<file path="src/dbif_pkg.sv">
// Constants, carriers and state layout for the dual-bank interrupt flag block.
// Assumes an APB host with 16-bit byte addresses; each register is one aligned word.
package dbif_pkg;

  // Register indices; byte address is four times the index
  localparam logic [13:0] IDX_B1_BOOT = 14'h0d04;
  localparam logic [13:0] IDX_B1_SHORT = 14'h0d05;
  localparam logic [13:0] IDX_MASK_FIRST = 14'h0d08;
  localparam logic [13:0] IDX_MASK_LAST = 14'h0d0d;
  localparam logic [13:0] IDX_INTERRUPT_OUTPUT_ONE_CTRL = 14'h0d0f;
  localparam logic [13:0] IDX_B2_GPIO = 14'h0d10;
  localparam logic [13:0] IDX_B2_DSP = 14'h0d11;
  localparam logic [13:0] IDX_B2_SPK = 14'h0d12;
  localparam logic [13:0] IDX_AOD_FLAGS = 14'h0d51;
  localparam logic [13:0] IDX_AOD_MASKS = 14'h0d53;
  localparam int unsigned MASK_WORDS = 6;
  localparam int unsigned MASK_BOOT_WORD = 4;
  localparam int unsigned MASK_SHORT_WORD = 5;

  // Field positions
  localparam int unsigned BIT_BOOT = 8;
  localparam int unsigned BIT_MIC_FALL = 7;
  localparam int unsigned BIT_MIC_RISE = 6;
  localparam int unsigned BIT_P5_FALL = 5;
  localparam int unsigned BIT_P5_RISE = 4;
  localparam int unsigned BIT_JD_FALL = 3;
  localparam int unsigned BIT_JD_RISE = 2;
  localparam int unsigned BIT_SPK_WARN = 15;
  localparam int unsigned BIT_SPK_HOT = 14;
  localparam int unsigned BIT_GMASK = 0;

  // Implemented bits of each word
  localparam logic [15:0] VALID_BOOT = 16'h0100;
  localparam logic [15:0] VALID_SHORT = 16'h003f;
  localparam logic [15:0] VALID_AOD = 16'h00fc;
  localparam logic [15:0] VALID_GPIO = 16'h000f;
  localparam logic [15:0] VALID_DSP = 16'h0fff;
  localparam logic [15:0] VALID_SPK = 16'hc000;

  // Values after reset
  localparam logic [15:0] RST_MASK = 16'hffff;
  localparam logic [15:0] RST_MASK_BOOT = 16'hfeff;
  localparam logic [15:0] RST_AOD_MASK = 16'hffff;
  localparam logic RST_GMASK = 1'b0;
  localparam logic [1:0] PRIME_CYCLES = 2'h3;

  // Event sources, one bit each
  typedef struct packed {
    logic [5:0] hp_short;
    logic boot_done;
    logic mic_clamp;
    logic pin5;
    logic jack_detect;
    logic [3:0] gpio;
    logic [3:0] ram_ready;
    logic [7:0] soft_irq;
    logic spk_hot_warn;
    logic spk_hot;
  } dbif_src_s;

  localparam int unsigned SRC_W = $bits(dbif_src_s);

  typedef struct packed {
    dbif_src_s sync1;
    dbif_src_s sync2;
    dbif_src_s sync3;
    dbif_src_s level;
    logic [1:0] prime;
    logic [15:0] b1_boot;
    logic [15:0] b1_short;
    logic [MASK_WORDS-1:0][15:0] mask;
    logic gmask;
    logic [15:0] aod;
    logic [15:0] aod_mask;
    logic [15:0] b2_gpio;
    logic [15:0] b2_dsp;
    logic [15:0] b2_spk;
    logic pready;
    logic pslverr;
    logic [31:0] prdata;
    logic interrupt_output_one;
    logic interrupt_output_two;
  } dbif_state_s;

endpackage

</file>
<file path="src/dbif_top.sv">
// Interrupt flag tail of bank one, its masks and global output mask, the
// always-on flags and masks, and the first three status words of bank two.
// Assumes an APB4 master on i_clk and sources that may be asynchronous.
//
// Notes on behaviour
// - A latched flag stays set until software writes a one to its bit, which clears it.
// - Six headphone short flags, positive and negative per channel, latch on rising edge.
// - Each bank one flag has a mask bit; 0 passes it to output one, 1 blocks it.
// - After reset the boot complete mask bit is 0 and every other bank one mask bit is 1.
// - Bit 0 of the control word masks output one globally, reset 0, 1 holds it low.
// - Always-on word latches fall and rise flags for mic clamp, pin five and jack detect.
// - Each always-on flag has a mask bit that resets to 1; 0 unmasks it.
// - Bank two word one latches a both-edge flag for each of pins one to four.
// - Bank two word two latches a rising-edge ram ready flag per core in bits 8 to 11.
// - The same word latches eight both-edge core soft interrupt flags in bits 0 to 7.
// - Bank two word three latches both-edge speaker hot warning and hot flags.

`timescale 1ns/100ps

module dbif_top
  import dbif_pkg::*;
(
  // Clock and reset
  input wire logic i_clk,
  input wire logic i_rst,
  // APB slave
  input wire logic i_psel,
  input wire logic i_penable,
  input wire logic i_pwrite,
  input wire logic [15:0] i_paddr,
  input wire logic [31:0] i_pwdata,
  input wire logic [3:0] i_pstrb,
  output logic o_pready,
  output logic [31:0] o_prdata,
  output logic o_pslverr,
  // Event sources
  input wire dbif_src_s i_src,
  // Interrupt outputs
  output logic o_interrupt_output_one,
  output logic o_interrupt_output_two
);

  dbif_state_s st;
  dbif_state_s next_st;

  function automatic logic [15:0] lane_mask(input logic [3:0] strb);
    lane_mask = {{8{strb[1]}}, {8{strb[0]}}};
  endfunction

  // Set wins over a clear in the same cycle
  function automatic logic [15:0] w1c(input logic [15:0] old, input logic [15:0] clr,
                                      input logic [15:0] set, input logic [15:0] valid);
    w1c = ((old & ~clr) | set) & valid;
  endfunction

  function automatic logic [15:0] rw16(input logic [15:0] old, input logic [15:0] data,
                                       input logic [15:0] lanes);
    rw16 = (old & ~lanes) | (data & lanes);
  endfunction

  function automatic logic is_mask_idx(input logic [13:0] idx);
    is_mask_idx = (idx >= IDX_MASK_FIRST) && (idx <= IDX_MASK_LAST);
  endfunction

  function automatic logic is_mapped(input logic [13:0] idx);
    is_mapped = is_mask_idx(idx) || (idx == IDX_B1_BOOT) || (idx == IDX_B1_SHORT) ||
                (idx == IDX_INTERRUPT_OUTPUT_ONE_CTRL) || (idx == IDX_B2_GPIO) || (idx == IDX_B2_DSP) ||
                (idx == IDX_B2_SPK) || (idx == IDX_AOD_FLAGS) || (idx == IDX_AOD_MASKS);
  endfunction

  function automatic logic [15:0] read_word(input dbif_state_s s, input logic [13:0] idx);
    logic [2:0] k;
    k = 3'(idx - IDX_MASK_FIRST);
    read_word = 16'h0000;
    if (is_mask_idx(idx)) begin
      read_word = s.mask[k];
    end else begin
      case (idx)
        IDX_B1_BOOT: read_word = s.b1_boot;
        IDX_B1_SHORT: read_word = s.b1_short;
        IDX_INTERRUPT_OUTPUT_ONE_CTRL: read_word = {15'h0000, s.gmask};
        IDX_B2_GPIO: read_word = s.b2_gpio;
        IDX_B2_DSP: read_word = s.b2_dsp;
        IDX_B2_SPK: read_word = s.b2_spk;
        IDX_AOD_FLAGS: read_word = s.aod;
        IDX_AOD_MASKS: read_word = s.aod_mask;
        default: read_word = 16'h0000;
      endcase
    end
  endfunction

  function automatic dbif_state_s reset_state();
    dbif_state_s r;
    r = '0;
    for (int k = 0; k < MASK_WORDS; k++) begin
      r.mask[k] = RST_MASK;
    end
    r.mask[MASK_BOOT_WORD] = RST_MASK_BOOT;
    r.gmask = RST_GMASK;
    r.aod_mask = RST_AOD_MASK;
    reset_state = r;
  endfunction

  always_comb begin
    logic [SRC_W-1:0] s2_v;
    logic [SRC_W-1:0] s3_v;
    logic [SRC_W-1:0] lvl_v;
    logic [SRC_W-1:0] new_v;
    logic [SRC_W-1:0] agree_v;
    logic primed;
    dbif_src_s rise;
    dbif_src_s fall;
    dbif_src_s both;
    logic [13:0] idx;
    logic aligned;
    logic setup;
    logic access;
    logic wr;
    logic [15:0] lanes;
    logic [15:0] wdata;
    logic [15:0] wbits;
    logic [15:0] set_boot;
    logic [15:0] set_short;
    logic [15:0] set_aod;
    logic [15:0] set_gpio;
    logic [15:0] set_dsp;
    logic [15:0] set_spk;
    logic pending;

    // Defaults for every local, so no path leaves one unassigned
    s2_v = '0;
    s3_v = '0;
    lvl_v = '0;
    new_v = '0;
    agree_v = '0;
    primed = 1'b0;
    rise = '0;
    fall = '0;
    both = '0;
    idx = '0;
    aligned = 1'b0;
    setup = 1'b0;
    access = 1'b0;
    wr = 1'b0;
    lanes = '0;
    wdata = '0;
    wbits = '0;
    set_boot = '0;
    set_short = '0;
    set_aod = '0;
    set_gpio = '0;
    set_dsp = '0;
    set_spk = '0;
    pending = 1'b0;

    next_st = st;

    // Sampling chain; the first stage feeds only the second
    next_st.sync1 = i_src;
    next_st.sync2 = st.sync1;
    next_st.sync3 = st.sync2;

    // A change counts once the second and third stages agree
    s2_v = st.sync2;
    s3_v = st.sync3;
    lvl_v = st.level;
    agree_v = ~(s2_v ^ s3_v);
    new_v = (s3_v & agree_v) | (lvl_v & ~agree_v);

    // Until the chain has filled, adopt the level without raising edges;
    // the second stage is the one that holds the live level at the last
    // priming edge, so a source already high after reset raises no edge
    primed = (st.prime == PRIME_CYCLES);
    if (!primed) begin
      next_st.prime = st.prime + 2'h1;
      next_st.level = dbif_src_s'(s2_v);
      rise = '0;
      fall = '0;
    end else begin
      next_st.level = dbif_src_s'(new_v);
      rise = dbif_src_s'(new_v & ~lvl_v);
      fall = dbif_src_s'(~new_v & lvl_v);
    end
    both = dbif_src_s'(SRC_W'(rise) | SRC_W'(fall));

    // Flag set vectors, independent of any mask
    set_boot = 16'h0000;
    set_boot[BIT_BOOT] = rise.boot_done;
    set_short = {10'h000, rise.hp_short};
    set_aod = 16'h0000;
    set_aod[BIT_MIC_FALL] = fall.mic_clamp;
    set_aod[BIT_MIC_RISE] = rise.mic_clamp;
    set_aod[BIT_P5_FALL] = fall.pin5;
    set_aod[BIT_P5_RISE] = rise.pin5;
    set_aod[BIT_JD_FALL] = fall.jack_detect;
    set_aod[BIT_JD_RISE] = rise.jack_detect;
    set_gpio = {12'h000, both.gpio};
    set_dsp = {4'h0, rise.ram_ready, both.soft_irq};
    set_spk = 16'h0000;
    set_spk[BIT_SPK_WARN] = both.spk_hot_warn;
    set_spk[BIT_SPK_HOT] = both.spk_hot;

    // APB: setup loads the answer, the following access completes it
    idx = i_paddr[15:2];
    aligned = (i_paddr[1:0] == 2'b00);
    setup = i_psel && !i_penable && !st.pready;
    access = i_psel && i_penable && st.pready;
    wr = access && i_pwrite && aligned;
    lanes = lane_mask(i_pstrb);
    wdata = i_pwdata[15:0];
    wbits = wdata & lanes;

    if (setup) begin
      next_st.pready = 1'b1;
      next_st.pslverr = !aligned || !is_mapped(idx);
      next_st.prdata = 32'h00000000;
      if (aligned && !i_pwrite) begin
        next_st.prdata = {16'h0000, read_word(st, idx)};
      end
    end else if (access) begin
      next_st.pready = 1'b0;
      next_st.pslverr = 1'b0;
    end

    // Write-one-to-clear status words
    next_st.b1_boot = w1c(st.b1_boot, (wr && idx == IDX_B1_BOOT) ? wbits : 16'h0000,
                          set_boot, VALID_BOOT);
    next_st.b1_short = w1c(st.b1_short, (wr && idx == IDX_B1_SHORT) ? wbits : 16'h0000,
                           set_short, VALID_SHORT);
    next_st.aod = w1c(st.aod, (wr && idx == IDX_AOD_FLAGS) ? wbits : 16'h0000,
                      set_aod, VALID_AOD);
    next_st.b2_gpio = w1c(st.b2_gpio, (wr && idx == IDX_B2_GPIO) ? wbits : 16'h0000,
                          set_gpio, VALID_GPIO);
    next_st.b2_dsp = w1c(st.b2_dsp, (wr && idx == IDX_B2_DSP) ? wbits : 16'h0000,
                         set_dsp, VALID_DSP);
    next_st.b2_spk = w1c(st.b2_spk, (wr && idx == IDX_B2_SPK) ? wbits : 16'h0000,
                         set_spk, VALID_SPK);

    // Mask and control words
    for (int k = 0; k < MASK_WORDS; k++) begin
      if (wr && idx == IDX_MASK_FIRST + 14'(k)) begin
        next_st.mask[k] = rw16(st.mask[k], wdata, lanes);
      end
    end
    if (wr && idx == IDX_INTERRUPT_OUTPUT_ONE_CTRL && i_pstrb[0]) begin
      next_st.gmask = wdata[BIT_GMASK];
    end
    if (wr && idx == IDX_AOD_MASKS) begin
      next_st.aod_mask = rw16(st.aod_mask, wdata, lanes);
    end

    // Output one follows the flags of the same cycle
    pending = |(next_st.b1_boot & ~next_st.mask[MASK_BOOT_WORD]) ||
              |(next_st.b1_short & ~next_st.mask[MASK_SHORT_WORD]) ||
              |(next_st.aod & ~next_st.aod_mask);
    next_st.interrupt_output_one = pending && !next_st.gmask;
    // Bank two masks live elsewhere; this is the raw request
    next_st.interrupt_output_two = |(next_st.b2_gpio | next_st.b2_dsp | next_st.b2_spk);

    if (i_rst) begin
      next_st = reset_state();
    end
  end

  always_ff @(posedge i_clk) begin
    st <= next_st;
  end

  assign o_pready = st.pready;
  assign o_prdata = st.prdata;
  assign o_pslverr = st.pslverr;
  assign o_interrupt_output_one = st.interrupt_output_one;
  assign o_interrupt_output_two = st.interrupt_output_two;

endmodule

</file>
<file path="config.mk">
export PLATFORM = sky130hd
export DESIGN_NAME = dbif_top
export DESIGN_NICKNAME = d
export VERILOG_FILES = /design/src/dbif_pkg.sv /design/src/dbif_top.sv
export SDC_FILE = /design/constraint.sdc
export NUM_CORES = 1
export LEC_CHECK = 0
export BUFFER_PORTS_ARGS = -buffer_cell sky130_fd_sc_hd__buf_2
export CAP_MARGIN = 20
export CELL_PAD_IN_SITES_DETAIL_PLACEMENT = 0
export CELL_PAD_IN_SITES_GLOBAL_PLACEMENT = 1
export CORE_ASPECT_RATIO = 1.4
export CORE_MARGIN = 3
export CORE_UTILIZATION = 30
export DETAILED_ROUTE_END_ITERATION = 6
export HOLD_SLACK_MARGIN = 0.05
export PLACE_DENSITY = 0.57
export SETUP_SLACK_MARGIN = 0.2
export SYNTH_ARGS = -nofsm -noshare
export SYNTH_HDL_FRONTEND = slang
export SYNTH_SLANG_ARGS = --single-unit
</file>
<file path="constraint.sdc">
create_clock -name i_clk -period 2.8 [get_ports i_clk]
set_clock_uncertainty 0.1 [all_clocks]
set_input_delay 0.28 -clock i_clk [delete_from_list [all_inputs] [get_ports i_clk]]
set_output_delay 0.28 -clock i_clk [all_outputs]
set_load 0.01 [all_outputs]
</file>
* Yosys cells after proc, flatten, opt, wreduce, memory -nomap -nowiden *
Cells that the tools add are included.

cells by class
  $add $sub $neg = 2
  muxes and demuxes = 20
  equality and inequality tests = 15
  reduce and logical (&&, ||, !) cells = 47
  div/mod/pow operators = 0
  magnitude comparators = 3
  $mul = 0
  shift-type cells = 0
  bitwise gates (word level) = 53

operators by type and width
  kind                                                                                number
  14-bit by 12-bit == test with 1-bit output, second input constant                   14
  16-bit AND                                                                          9
  16-bit bitwise OR                                                                   8
  16-bit one-hot mux with 8 select lines                                              1
  16-bit two-way mux                                                                  7
  28-bit AND                                                                          3
  28-bit NOT                                                                          3
  16-bit NOT                                                                          5
  16-bit OR reduction                                                                 4
  28-bit two-way mux                                                                  2
  16-bit binary-select mux with 3-bit select                                          1
  28-bit bitwise OR                                                                   1
  28-bit bitwise XOR                                                                  1
  1-bit logical AND                                                                   24
  21-bit AND                                                                          1
  21-bit two-way mux                                                                  1
  21-bit NOT                                                                          1
  18-bit bitwise OR                                                                   1
  6-bit by 16-bit AND with 16-bit output                                              1
  8-bit by 16-bit AND with 16-bit output                                              1
  9-bit by 16-bit AND with 16-bit output                                              1
  12-bit by 16-bit bitwise OR with 16-bit output                                      1
  14-bit by 12-bit >= comparator with 1-bit output, second input constant             1
  14-bit by 12-bit less-or-equal comparator with 1-bit output, second input constant  1
  31 further kinds                                                                    47

word-level totals
  memories = 0
  latch bits = 0
  memory bits (read-only) = 0
  RAM bits = 0
  bits in registers = 308

* Logic depth before layout (Yosys ltp) *
  word-level depth = 14
  gate-level depth with buffers = 9
  mapped depth without buffers = 8

* Worst setup path after synthesis *
Ideal clock, no wire load.

  path kind = input-to-reg
  start = input port i_paddr[4]
  end = register st (netlist bit o_interrupt_output_one)
  data arrival time = 2.378 ns
  setup time = 0.122 ns
  path slack = 0.200 ns
  buffers on the path = 1
  stages = 8
  path through = buf_2 -> or4b_4 -> nor3_2 -> nand4_2 -> mux2i_1 -> a22oi_1 -> nand4_1 -> o311a_1

on the way
  cells in the longest elaborated chain, start to end = 11
  elaborated cells between the ends (all ways) = 44
  those cells by class = 7 x eq/ne; 7 x mux; 15 x bitwise; 15 x reduce/logical

RTL lines
  item                                                                                              RTL line                          text
  start: declaration                                                                                dbif_top.sv:30                    input wire logic [15:0] i_paddr,
  14-bit by 12-bit == test with 1-bit output (on tied branches)                                     dbif_top.sv:226, dbif_top.sv:228
  1-bit logical AND (on tied branches)                                                              dbif_top.sv:226, dbif_top.sv:228
  9-bit two-way mux or 6-bit two-way mux (tied branches)                                            dbif_top.sv:226, dbif_top.sv:228
  9-bit NOT or 6-bit NOT (tied branches)                                                            dbif_top.sv:53                    w1c = ((old & ~clr) | set) & valid;
  9-bit AND or 6-bit AND (tied branches)                                                            dbif_top.sv:53
  9-bit bitwise OR or 6-bit bitwise OR (tied branches)                                              dbif_top.sv:53
  9-bit by 16-bit AND with 16-bit output or 6-bit by 16-bit AND with 16-bit output (tied branches)  dbif_top.sv:253, dbif_top.sv:254
  16-bit OR reduction (on tied branches)                                                            dbif_top.sv:253, dbif_top.sv:254
  1-bit logical OR                                                                                  dbif_top.sv:253                   pending = |(next_st.b1_boot & ~next_st.mask[MASK_BOOT_WORD]) ||
  1-bit logical OR                                                                                  dbif_top.sv:254                   |(next_st.b1_short & ~next_st.mask[MASK_SHORT_WORD]) ||
  1-bit logical AND (*)                                                                             dbif_top.sv:256                   next_st.interrupt_output_one = pending && !next_st.gmask;
  end signal: assignment                                                                            dbif_top.sv:266                   st <= next_st;
  end: declaration                                                                                  dbif_top.sv:43                    dbif_state_s st;

Mark *: on every way between the ends. The rest lies on a longest branch, timed or not.
A chain may end at the register's enable or synchronous reset.

* Worst setup path in the final report *
  start = input port i_paddr[0]
  end = register st (netlist bit o_interrupt_output_one)

on the way
  cells in the longest elaborated chain, start to end = 12
  elaborated cells between the ends (all ways) = 39
  those cells by class = 7 x mux; 15 x bitwise; 17 x reduce/logical

RTL lines
  item                                                                                              RTL line                          text
  2-bit zero test (*)                                                                               dbif_top.sv:205                   aligned = (i_paddr[1:0] == 2'b00);
  1-bit logical AND (*)                                                                             dbif_top.sv:208                   wr = access && i_pwrite && aligned;
  1-bit logical AND (on tied branches)                                                              dbif_top.sv:226, dbif_top.sv:228
  9-bit two-way mux or 6-bit two-way mux (tied branches)                                            dbif_top.sv:226, dbif_top.sv:228
  9-bit NOT or 6-bit NOT (tied branches)                                                            dbif_top.sv:53
  9-bit AND or 6-bit AND (tied branches)                                                            dbif_top.sv:53
  9-bit bitwise OR or 6-bit bitwise OR (tied branches)                                              dbif_top.sv:53
  9-bit by 16-bit AND with 16-bit output or 6-bit by 16-bit AND with 16-bit output (tied branches)  dbif_top.sv:253, dbif_top.sv:254
  16-bit OR reduction (on tied branches)                                                            dbif_top.sv:253, dbif_top.sv:254
  1-bit logical OR                                                                                  dbif_top.sv:253
  1-bit logical OR                                                                                  dbif_top.sv:254
  1-bit logical AND (*)                                                                             dbif_top.sv:256

Marked as above.

==> qor.csv <==
metric,value,unit
status,finished clean,
endpoint,o_interrupt_output_one,
grt_setup_unrepaired,yes,
fill_cells,3897,
hold_depth,3,
critPathKind,input pin to flip-flop,
die_y,240,um
routed_wl,32.9,mm
ant_nets,0,
first_pass_iters,7,
pre_cts_slack,-0.0653,ns
rr_endpoint,o_interrupt_output_two,
ctsHtreeMaxLevel,1,
place.gp.congestion,0.838,
num_vias,9190,
top_layer,met4,
place_inst,1841,
worst_pin_slew,0.575,ns
critical-path-max-stage-delay,0.56,ns
cts_inserted_buffers,29,
power_density,589,nW/um2
portBuffers,86,
wl_met1,14.7,mm
yosysSeqAreaShare,47.3,%
crit_fanout,10,
area_growth_syn_to_layout,22.5,%
layout_min_cycle_time,2.45,ns
r2r_setup_slack,0.45,ns
drv_cap,0,
setup_violations,0,
yosysTopAreaCellShare,47.3,%
drc,0,
postSynth.asyncResetShare,0,%
relSlewSlack,61.1,%
grt_pass1_wl,51.5,mm
synthTopCellsByArea,"dfxtp_1 47%, mux2i_1 10%, nand2_1 7.0%, nor2b_1 4.5%, mux4_2 3.1%",
die_w,173,um
ys_seq_elements,278,
synthCells,1260,
dpl.hpwl,23.5,mm
clk_path_buf_depth,3,
wl_per_cell,17.0,um
core,38600,um2
fin_util,37.3,%
insertion_delay,0.57,ns
grtUsageTotal,15.5,%
antenna_found_initial,1,
critPathCaptureType,flip-flop,
p_total,8.49,mW
synth_ff_type,dfxtp_1,
met2_length,16.3,mm
slew_violations,0,
cts.sinks,278,
crit_chain,dlygate4sd3_1 > buf_2 > nand4bb_1 > nor2_2 > buf_4 > nand4_1 > a32o_1 > a22oi_1 > nand4_1 > o311a_1,
peakVddDrop,0.360,mV
critPathArrivalTime,2.79,ns
startpoint,i_paddr[0],
yosys_warnings,0,
ios,121,
hold_ws,0.0717,ns
ff2ff_path_depth,8,
layout-drive-gt1-share,17.4,%
drt-initial-drc-count,535,
rr_startpoint,o_pready,
fin_ws,0.353,ns
worst-endpoint-required,3.14,ns
postCtsSetupBuffers,0,
cts_tree,done,
cts_root_buf,clkbuf_16,
crit_buf_inv,3,
cp_num_cells,10,
synth_edf_count,0,
slowest_stage,dlygate4sd3_1,
hold_violations,0,
start_util,30.5,%
rows,85,
grt_max_degree,127,
synth.distinct_cells,62,
synth_top_area_cell,dfxtp_1,
start_kind,input pin,
syn_area,11800,um2
vias_per_cell,4.73,
p_leak,5.65,nW
nets,1485,
grt-ovfl-total,0,
post-route-period-util,87.4,%
worst_path_dominant_cell_family,buffers and inverters,
grt_pass1_vias,9026,
clk_pin_slew,0.06,ns
die-area,41600,um2
final_cell_count_no_fill,1942,
register_area,5570,um2
avgSynthCellArea,9.33,um2
fmax,409,MHz
cpMostUsedCell,nand4_1,
worstHoldPathType,input pin to flip-flop,
multiInputGateArea,5680,um2
dr_wl_met3,1.08,mm
[per-stage QoR]
step	TNS (ns)	area, um2
2_1_floorplan	0	11800
3_3_place_gp	-0.0509	13000
3_5_place_dp	-0.0653	13000
4_1_cts	0	14400
5_1_grt	0	14400
6_report	0	14400
[Yosys cell counts (16+ instances only)]
cell / n
mux4_2: 16
nand2_1: 218
buf_4: 32
a21oi_1: 63
nor2b_1: 84
a22oi_1: 24
mux2i_1: 122
o21ai_0: 47
nand3_1: 22
dfxtp_1: 278
nand4_1: 23
nand2b_1: 17
nor2_1: 60
a21o_1: 29
nor3_1: 17
clkbuf_1: 60
[routing by layer]
layer / vias to the layer above / global-route usage (%)
met2: 167 / 27.9
met1: 4366 / 19.4
met4: 0 / 4.77
met3: 40 / 1.77
li1: 4617 / -
met5: - / 0
[kinds of logic after synthesis]
group           after synthesis  synth area share (%)
flops                       278                  47.3
simple gates                515                  22.4
mux                         139                  13.5
other cells                   1                0.0319
fa+ha+maj                     1                 0.106
buf+inv                     116                  4.89
compound gates              209                  11.6
xor+xnor                      1                0.0745
[cell type report]
| cell class | instances | area share, % |
|---|---|---|
| antenna | 1 | 0.0174 |
| timing repair buffer | 199 | 10.5 |
| clock buffer | 44 | 6.13 |
| tap | 522 | 4.54 |
| multi-input combinational | 881 | 39.4 |
| sequential | 278 | 38.6 |
| inverter | 10 | 0.269 |
| clock inverter | 7 | 0.460 |
[worst register-to-register path, cell delays in order, from the launching register on]
cell,delay (ns)
dfxtp_1,0.45
nand2_1,0.16
nor4_4,0.29
buf_4,0.21
nand4_1,0.10
a21oi_1,0.26
and4_1,0.23
nand4_1,0.11
o41a_1,0.32
[how the worst min path moves through the flow]
| stage | slack, ns | end | startpoint |
|---|---|---|---|
| global route | 0.09 | flip-flop | i_pwdata[4] |
| detailed placement | 0.32 | st[312] | st[340] |
| CTS | 0.05 | flip-flop | i_pwdata[4] |
| global placement | 0.32 | st[306] | st[334] |
| finish | 0.07 | flip-flop | i_pwdata[4] |
| floorplan | 0.30 | flip-flop | i_pwdata[12] |
[what timing repair did]
action	4_1_cts	5_1_grt
endpoints found under the setup margin	0	2
hold endpoints to repair	141	0
hold buffers	49	0
gates resized for setup	0	1
[placed cells by master, fill, tap and decap left out, types with 11 or more instances in the layout]
cell and instances:
buf_2 85, nor2b_1 84, clkbuf_16 29, nand2_1 218
nand2b_1 17, nand4_1 23, nand3_1 22, a21o_1 29
dfxtp_1 278, buf_4 56, and2_1 15, nor3_1 17
mux2i_1 122, mux4_2 16, a21oi_1 63, a22oi_1 24
o21ai_0 47, nand3b_1 11, conb_1 16, nor2_1 59
dlygate4sd3_1 49
[where the power goes]
part | total, mW | switching [mW] | internal (mW) | leakage [nW]
logic | 0.577 | 0.342 | 0.236 | 2.92
clock network | 3.83 | 1.58 | 2.25 | 0.470
registers | 4.08 | 0.0488 | 4.03 | 2.26
Note: power is estimated with default switching activity, not from simulation.
